`config.mk`:
```
export PLATFORM = sky130hd
export DESIGN_NAME = ddc_control
export DESIGN_NICKNAME = d
export VERILOG_FILES = /design/src/ddc_pkg.sv /design/src/ddc_control.sv
export SDC_FILE = /design/constraint.sdc
export NUM_CORES = 1
export LEC_CHECK = 0
export BUFFER_PORTS_ARGS = -buffer_cell sky130_fd_sc_hd__buf_2
export CAP_MARGIN = 20
export CORE_MARGIN = 1.5
export CORE_UTILIZATION = 38
export DETAILED_ROUTE_END_ITERATION = 10
export SETUP_SLACK_MARGIN = 0.15
export SKIP_CTS_REPAIR_TIMING = 1
export SLEW_MARGIN = 20
export SYNTH_ARGS = -nofsm -noshare
export SYNTH_HDL_FRONTEND = slang
export SYNTH_SLANG_ARGS = --single-unit
```
`constraint.sdc`:
```
create_clock -name clock -period 12.55 [get_ports clock]
set_input_delay 1.255 -clock clock [delete_from_list [all_inputs] [get_ports clock]]
set_output_delay 1.255 -clock clock [all_outputs]
set_load 0.1 [all_outputs]
```
`src/ddc_pkg.sv`:
```
// Constants and types for the drive direction and disable control block
// Operation
// RL1: Invert set to 1 negates current command and position feedback; range 0..1, reset 0.
// RL2: Invert setting writable only while drive disabled; enabled-time writes refused.
// RL3: Any change of invert value clears the homed indication at once.
// RL4: Software disable command clears software enable and starts disabling.
// RL5: Reaction selection chooses immediate disable or ramp down first.
// RL6: Readable active status reports whether drive is enabled.
// RL7: Disable-cause software-enable bit set by enable, cleared by disable.
// RL8: Disable command starts emergency timer; expiry before disable raises fault.
// RL9: After reset software enable asserted only on analog-command drive types.
// RL10: Reaction selection accepts 0..3 and resets to 0.
// RL11: On the restricted fieldbus variant reaction selection accepts only 0..2.
// RL12: Codes: 0 off, 1 dynamic brake, 2 stop then off, 3 stop then brake.
// RL13: Reaction selection writable only while drive disabled.
// RL14: Holding brake closes once velocity feedback falls below stop threshold.
// RL15: Reaching disable or brake state before expiry cancels timer without fault.
package ddc_pkg;
    localparam logic [7:0] DDC_ADDR_DIR = 8'hEA;
    localparam logic [7:0] DDC_ADDR_DIS = 8'hEC;
    localparam logic [7:0] DDC_ADDR_MODE = 8'hEE;
    localparam logic [7:0] DDC_ADDR_EN = 8'hF0;
    localparam logic [7:0] DDC_ADDR_STAT = 8'hF2;
    localparam logic [7:0] DDC_ADDR_TMO = 8'hF4;
    localparam logic [0:0] DDC_DIR_RST = 1'h0;
    localparam logic [0:0] DDC_DIR_MAX = 1'h1;
    localparam logic [1:0] DDC_MODE_RST = 2'h0;
    localparam logic [1:0] DDC_MODE_MAX = 2'h3;
    localparam logic [1:0] DDC_MODE_MAX_RESTR = 2'h2;
    localparam logic [15:0] DDC_TMO_RST = 16'h03E8;
    localparam logic [15:0] DDC_FAULT_CODE = 16'h0703;
    localparam int DDC_STAT_ACTIVE = 0;
    localparam int DDC_STAT_SWEN = 1;
    localparam int DDC_STAT_HOMED = 2;
    localparam int DDC_STAT_FAULT = 3;
    localparam int DDC_STAT_BRAKE = 4;
    localparam int DDC_STAT_DYNBRK = 5;
    localparam int DDC_MS_PER_TICK = 1;
    localparam int DDC_CLK_MHZ = 100;
    localparam int DDC_TICK_CYC = DDC_MS_PER_TICK * DDC_CLK_MHZ * 1000;
    typedef enum logic [1:0] {
        DDC_MODE_OFF = 2'b00,
        DDC_MODE_DYNBRK = 2'b01,
        DDC_MODE_STOP_OFF = 2'b10,
        DDC_MODE_STOP_DYNBRK = 2'b11
    } ddc_mode_t;
    typedef enum logic [2:0] {
        DDC_ST_DISABLED = 3'b000,
        DDC_ST_ENABLED = 3'b001,
        DDC_ST_DB_RAMP = 3'b010,
        DDC_ST_CS_RAMP = 3'b011,
        DDC_ST_DB_HOLD = 3'b100
    } ddc_state_t;
endpackage : ddc_pkg

```
`src/ddc_control.sv`:
```
// Drive direction, software disable and emergency timeout control
`timescale 1ns/1ns
`default_nettype none
module ddc_control
    import ddc_pkg::*;
#(
    parameter int TICK_CYC = DDC_TICK_CYC
) (
    // Clock and reset
    input wire logic clock,
    input wire logic reset_n,
    // Parameter access port
    input wire logic wr_en,
    input wire logic rd_en,
    input wire logic [7:0] addr,
    input wire logic [15:0] wdata,
    output logic [15:0] rdata,
    output logic wr_refused,
    // Drive configuration
    input wire logic analog_drive_type,
    input wire logic restricted_bus_variant,
    input wire logic brake_configured,
    // Motion feedback
    input wire logic home_done,
    input wire logic signed [31:0] current_cmd_in,
    input wire logic signed [31:0] position_fb_in,
    input wire logic [31:0] velocity_feedback,
    input wire logic [31:0] stop_velocity_threshold,
    // Conditioned outputs
    output logic signed [31:0] current_cmd_out,
    output logic signed [31:0] position_fb_out,
    output logic drive_active_status,
    output logic software_enable_bit,
    output logic axis_homed,
    output logic dyn_brake_on,
    output logic pwm_enable,
    output logic holding_brake_close,
    output logic controlled_stop_req,
    output logic fault_active,
    output logic [15:0] fault_code
);
    ddc_state_t st_r, st_nxt;
    logic dir_r, dir_nxt;
    ddc_mode_t mode_r, mode_nxt;
    logic swen_r, swen_nxt;
    logic homed_r, homed_nxt;
    logic flt_r, flt_nxt;
    logic tmr_run_r, tmr_run_nxt;
    logic [15:0] tmo_r, tmo_nxt;
    logic [15:0] ms_r, ms_nxt;
    logic [31:0] tick_r, tick_nxt;
    logic [15:0] rdata_r, rdata_nxt;
    logic refused_r, refused_nxt;
    logic init_r, init_nxt;
    logic [31:0] vel_abs;
    logic slow, wr_dir, wr_dis, wr_mode, wr_en_cmd, enabled, reached;
    logic [1:0] mode_max;

    assign vel_abs = velocity_feedback[31] ? 32'(-velocity_feedback) : velocity_feedback;
    assign slow = vel_abs < stop_velocity_threshold;
    assign enabled = (st_r != DDC_ST_DISABLED) && (st_r != DDC_ST_DB_HOLD);
    assign wr_dir = wr_en && addr == DDC_ADDR_DIR;
    assign wr_dis = wr_en && addr == DDC_ADDR_DIS;
    assign wr_mode = wr_en && addr == DDC_ADDR_MODE;
    assign wr_en_cmd = wr_en && addr == DDC_ADDR_EN;
    assign mode_max = restricted_bus_variant ? DDC_MODE_MAX_RESTR : DDC_MODE_MAX; // RL11
    assign reached = st_nxt == DDC_ST_DISABLED || st_nxt == DDC_ST_DB_HOLD;

    always_comb begin
        st_nxt = st_r;
        dir_nxt = dir_r;
        mode_nxt = mode_r;
        swen_nxt = swen_r;
        homed_nxt = homed_r;
        tmo_nxt = tmo_r;
        refused_nxt = 1'b0;
        init_nxt = 1'b0;
        if (init_r) begin
            swen_nxt = analog_drive_type; // RL9
            st_nxt = analog_drive_type ? DDC_ST_ENABLED : DDC_ST_DISABLED; // RL9
        end
        if (home_done) begin
            homed_nxt = 1'b1;
        end
        if (wr_dir) begin
            if (enabled || wdata > 16'(DDC_DIR_MAX)) begin
                refused_nxt = 1'b1; // RL2
            end else begin
                dir_nxt = wdata[0]; // RL1
                if (wdata[0] != dir_r) begin
                    homed_nxt = 1'b0; // RL3
                end
            end
        end
        if (wr_mode) begin
            if (enabled || wdata > 16'(mode_max)) begin
                refused_nxt = 1'b1; // RL10 RL13
            end else begin
                mode_nxt = ddc_mode_t'(wdata[1:0]); // RL10
            end
        end
        if (wr_dis || wr_en_cmd || (wr_en && addr == DDC_ADDR_TMO)) begin
            if (wr_en && addr == DDC_ADDR_TMO) begin
                tmo_nxt = wdata;
            end
        end
        case (st_r)
            DDC_ST_ENABLED: begin
                if (wr_dis) begin
                    swen_nxt = 1'b0; // RL4 RL7
                    case (mode_r) // RL5 RL12
                        DDC_MODE_OFF: st_nxt = DDC_ST_DISABLED;
                        DDC_MODE_DYNBRK: st_nxt = DDC_ST_DB_RAMP;
                        default: st_nxt = DDC_ST_CS_RAMP;
                    endcase
                end
            end
            DDC_ST_CS_RAMP: begin
                if (slow) begin
                    st_nxt = (mode_r == DDC_MODE_STOP_DYNBRK) ? DDC_ST_DB_HOLD
                                                              : DDC_ST_DISABLED; // RL12
                end
            end
            DDC_ST_DB_RAMP: st_nxt = DDC_ST_DB_HOLD; // RL12
            DDC_ST_DISABLED, DDC_ST_DB_HOLD: begin
                if (wr_en_cmd) begin
                    swen_nxt = 1'b1; // RL7
                    st_nxt = DDC_ST_ENABLED;
                end
            end
            default: st_nxt = DDC_ST_DISABLED;
        endcase
        if (wr_dis) begin
            swen_nxt = 1'b0; // RL4
        end
    end

    always_comb begin
        tmr_run_nxt = tmr_run_r;
        flt_nxt = flt_r;
        ms_nxt = ms_r;
        tick_nxt = tick_r;
        // Clear first so an expiry in the same cycle still raises the fault
        if (wr_en_cmd && !st_nxt[2] && st_nxt != DDC_ST_DISABLED) begin
            flt_nxt = 1'b0;
        end
        if (wr_dis && enabled && !reached) begin
            tmr_run_nxt = 1'b1; // RL8
            ms_nxt = 16'h0000;
            tick_nxt = 32'h0000_0000;
        end else if (tmr_run_r) begin
            if (reached) begin
                tmr_run_nxt = 1'b0; // RL15
            end else if (ms_r >= tmo_r) begin
                tmr_run_nxt = 1'b0;
                flt_nxt = 1'b1; // RL8
            end else if (tick_r == 32'(TICK_CYC - 1)) begin
                tick_nxt = 32'h0000_0000;
                ms_nxt = ms_r + 16'h0001;
            end else begin
                tick_nxt = tick_r + 32'h0000_0001;
            end
        end
    end

    always_comb begin
        rdata_nxt = rdata_r;
        if (rd_en) begin
            case (addr)
                DDC_ADDR_DIR: rdata_nxt = {15'h0000, dir_r};
                DDC_ADDR_MODE: rdata_nxt = {14'h0000, mode_r};
                DDC_ADDR_TMO: rdata_nxt = tmo_r;
                DDC_ADDR_STAT: begin
                    rdata_nxt = 16'h0000;
                    rdata_nxt[DDC_STAT_ACTIVE] = enabled; // RL6
                    rdata_nxt[DDC_STAT_SWEN] = swen_r; // RL7
                    rdata_nxt[DDC_STAT_HOMED] = homed_r;
                    rdata_nxt[DDC_STAT_FAULT] = flt_r;
                    rdata_nxt[DDC_STAT_DYNBRK] = dyn_brake_on;
                    rdata_nxt[DDC_STAT_BRAKE] = holding_brake_close;
                end
                default: rdata_nxt = 16'h0000;
            endcase
        end
    end

    always_ff @(posedge clock or negedge reset_n) begin
        if (!reset_n) begin
            st_r <= DDC_ST_DISABLED;
            dir_r <= DDC_DIR_RST;
            mode_r <= ddc_mode_t'(DDC_MODE_RST);
            swen_r <= 1'b0;
            homed_r <= 1'b0;
            flt_r <= 1'b0;
            tmr_run_r <= 1'b0;
            tmo_r <= DDC_TMO_RST;
            ms_r <= 16'h0000;
            tick_r <= 32'h0000_0000;
            rdata_r <= 16'h0000;
            refused_r <= 1'b0;
            init_r <= 1'b1;
        end else begin
            st_r <= st_nxt;
            dir_r <= dir_nxt;
            mode_r <= mode_nxt;
            swen_r <= swen_nxt;
            homed_r <= homed_nxt;
            flt_r <= flt_nxt;
            tmr_run_r <= tmr_run_nxt;
            tmo_r <= tmo_nxt;
            ms_r <= ms_nxt;
            tick_r <= tick_nxt;
            rdata_r <= rdata_nxt;
            refused_r <= refused_nxt;
            init_r <= init_nxt;
        end
    end

    // Sign flip kept combinational so the loop sees no added latency
    assign current_cmd_out = dir_r ? 32'(-current_cmd_in) : current_cmd_in; // RL1
    assign position_fb_out = dir_r ? 32'(-position_fb_in) : position_fb_in; // RL1
    assign rdata = rdata_r;
    assign wr_refused = refused_r;
    assign drive_active_status = enabled; // RL6
    assign software_enable_bit = swen_r;
    assign axis_homed = homed_r;
    assign dyn_brake_on = st_r == DDC_ST_DB_RAMP || st_r == DDC_ST_DB_HOLD;
    assign pwm_enable = st_r != DDC_ST_DISABLED; // RL12
    assign controlled_stop_req = st_r == DDC_ST_CS_RAMP;
    assign holding_brake_close = brake_configured && !(st_r == DDC_ST_ENABLED) && slow; // RL14
    assign fault_active = flt_r;
    assign fault_code = flt_r ? DDC_FAULT_CODE : 16'h0000; // RL8
endmodule // ddc_control
`default_nettype wire

```
==> reports/summary.txt <==
Final net count: 1390
CP Class: in -> out
Crit end category: output port
Cell Pwr Density: 97.83 mW/mm^2
Skew final: 0.007955 ns
Row count: 52
Reg2reg setup slack: 9.12 ns
Total of max-cap violations: 0
Die width: 147.0 um
Hold_sp: tmo_r[1]
Met3 WL post-DR: 1046 um
Pins Over Slew Limit: 0
Synth Instances: 952
Average wire per standard cell: 15.69 um
Slowest CP cell: or4_1
Synth area leader: dfrtp_1
Tmin final: 7.024 ns
DRT Pass-1 Iters: 7
Die height: 147.0 um
Starting Density: 38.83%
Drt via density: 5.326
Max VDD drop: 0.09207 mV
FILL cells: 2055
Yosys top cell area share: 26.98%
RSZ-0062 raised after global routing: false
GP Congestion: 0.8757
Most frequent cell after synthesis: xnor2_1
Initial antenna violation count: 2
CP delay by family, top: simple AND/OR/NAND/NOR gates
Synth Area in Compound Gates: 19.29%
CP Data Required Time: 11.30 ns
Top post-synthesis cells by area: dfrtp_1 (27%), xnor2_1 (10%), ha_1 (8.4%), o21ai_0 (4.7%), a21oi_1 (4.4%)
Initial DRC Count: 405
Cell Area, Synth: 0.007883 mm^2
Worst-path clk slew: 0.07 ns
Worst Setup SP: velocity_feedback[13]
Largest net degree at the start of global routing: 64
CP Buf/Inv Count: 2
Setup TNS Final: 0 ns
CTS buffer count: 9
Relative slew slack: 29.96%
Leak: 4.363 nW
Post-synth EDFFs: 0
Mux cell area share after synthesis: 2.825%
WP data arrival: 5.77 ns
Met1 Wirelength: 10210 um
CP max FO: 4
Most used flip-flop cell after synthesis: dfrtp_1
Clock tree from TritonCTS: done
CTS Buffer Depth: 2
Synth top cells by count: xnor2_1 (90), dfrtp_1 (85), inv_1 (78)
Layout area overhead: 21.70%
Highest Signal Layer: met5
DRC Markers: 0
Asr flop ratio synth: 100.0%
Via count: 7739
Synth warn: 0
Fin crit share: 55.97%
Worst-Skew Late Latency: 0.35 ns
Largest stage delay on the critical path: 0.58 ns
IO Count: 265
Largest family of logic cells by synthesized area: simple AND/OR/NAND/NOR gates
Antenna Nets Post-Route: 0
Post-synthesis average cell area: 8.280 um^2
Clk sinks: 92
Post-synthesis simple-gate area fraction: 22.44%
Max frequency: 0.1424 GHz
Synth cell types: 64
GRT Resource Usage Total: 20.85%
Synth Area in XOR/XNOR: 10.44%
Tot Pwr: 0.9385 mW
Die area: 0.02162 mm^2
Vias in the first global route: 7489
WL met2: 11150 um
Share of layout cells above drive strength 1: 26.90%
Wirelength, routed: 22790 um
Root buf cell: clkbuf_16
Setup violators final: 0
Register area share after synthesis: 29.32%
First-pass GRT wire length: 36750 um
Slew @ Worst Pin: 1.048 ns
H-tree depth: 3
Core ar.: 0.02030 mm^2
Worst r2r src: tmo_r[9]
Grt total ovfl: 0
Worst min-delay path category: reg -> reg
I/O Buffers: 253
Worst setup SP type: primary input
Outcome: finished clean
CP Cell Sequence: buf_2 > or4_4 > or4_1 > or3_1 > or3_4 > o31a_1 > a21oi_2 > xnor2_1 > ha_1 > nand4_1 > a211oi_1 > or4_1 > a21oi_1 > and3_1 > buf_2
Post-synthesis adder-cell area fraction: 8.413%
Yosys reg bits: 92
HPWL Detailed: 18110 um
Final Hold Violating Endpoints: 0
-- final cells by class --
type | instances | area (um^2) | share of cell area, %
multi-input cells | 739 | 5046 | 52.60
flip-flops and latches | 92 | 2312 | 24.10
repair buffers | 257 | 1299 | 13.54
well taps | 270 | 337.8 | 3.522
inverters | 78 | 292.8 | 3.052
clock buffers | 11 | 242.7 | 2.530
clock inverters | 5 | 60.06 | 0.6261
diodes | 1 | 2.502 | 0.02609
-- metrics by stage --
| step | setup slack, ns | area (um^2) | instances | util (%) | hold WS, ns |
|---|---|---|---|---|---|
| final | 5.526 | 9593 | 1453 | 47.26 | 0.5077 |
| after global routing | 5.321 | 9593 | 1453 | 47.26 | 0.5262 |
| after CTS | 5.552 | 9588 | 1452 | 47.23 | 0.5108 |
| after detailed placement | 5.568 | 9285 | 1436 | 45.74 | 0.4950 |
| after global placement | 5.616 | 9285 | 1436 | 45.74 | 0.4889 |
| after floorplan | 5.766 | 7924 | 963 | - | 0.4767 |
-- cells by family after synthesis --
kind of cell / Yosys count
AND/OR/NAND/NOR: 316
AO/OA/AOI/OAI: 244
buffers and inverters: 132
XOR/XNOR: 94
flip-flops: 92
adder cells (fa/ha/maj): 53
multiplexers: 20
other: 1
-- placed cells by master, fill, tap and decap left out, drive strengths merged, types with 7 or more instances in the layout --
cell	n
xnor2	90
nand3	42
a21oi	72
and3	8
mux2	18
conb	12
dfstp	7
or3	42
nand2b	11
nor3	11
nor2	31
inv	79
nor4	20
o21ai	78
clkbuf	11
or4	28
a21o	8
buf	257
ha	53
nand2	72
dfrtp	85
nand4	17
o41ai	15
o31ai	41
-- path summary, 6_finish.rpt --
check                                 endpoint  cells past startpoint
setup / recovery           holding_brake_close                     15
hold / removal                        tmo_r[1]                      1
setup reg to reg                    tick_r[10]                     10
hold reg to reg                       tmo_r[1]                      1
max in group asynchronous                dir_r                      2
min in group asynchronous             ms_r[13]                      1
-- power by group --
group	leakage [nW]	switching [mW]	internal, mW	total (mW)
Sequential	1.23	0.00637	0.303	0.309
Clock	0.146	0.123	0.161	0.284
Combinational	2.98	0.264	0.0805	0.345
-- layer usage --
metal	global-route usage [%]	vias to the layer above
li1	-	3912
met1	26.96	3593
met2	36.08	203
met3	2.826	29
met4	6.450	2
met5	0	-
-- state kept, by name, summed over array words and instances, names as in the netlist, 2 cells and up --
signal,cells
mode_r,2
ms_r,16
rdata,16
tmo_r,16
st_r,3
tick_r,32
No activity file was read; power rests on OpenSTA's default activity.
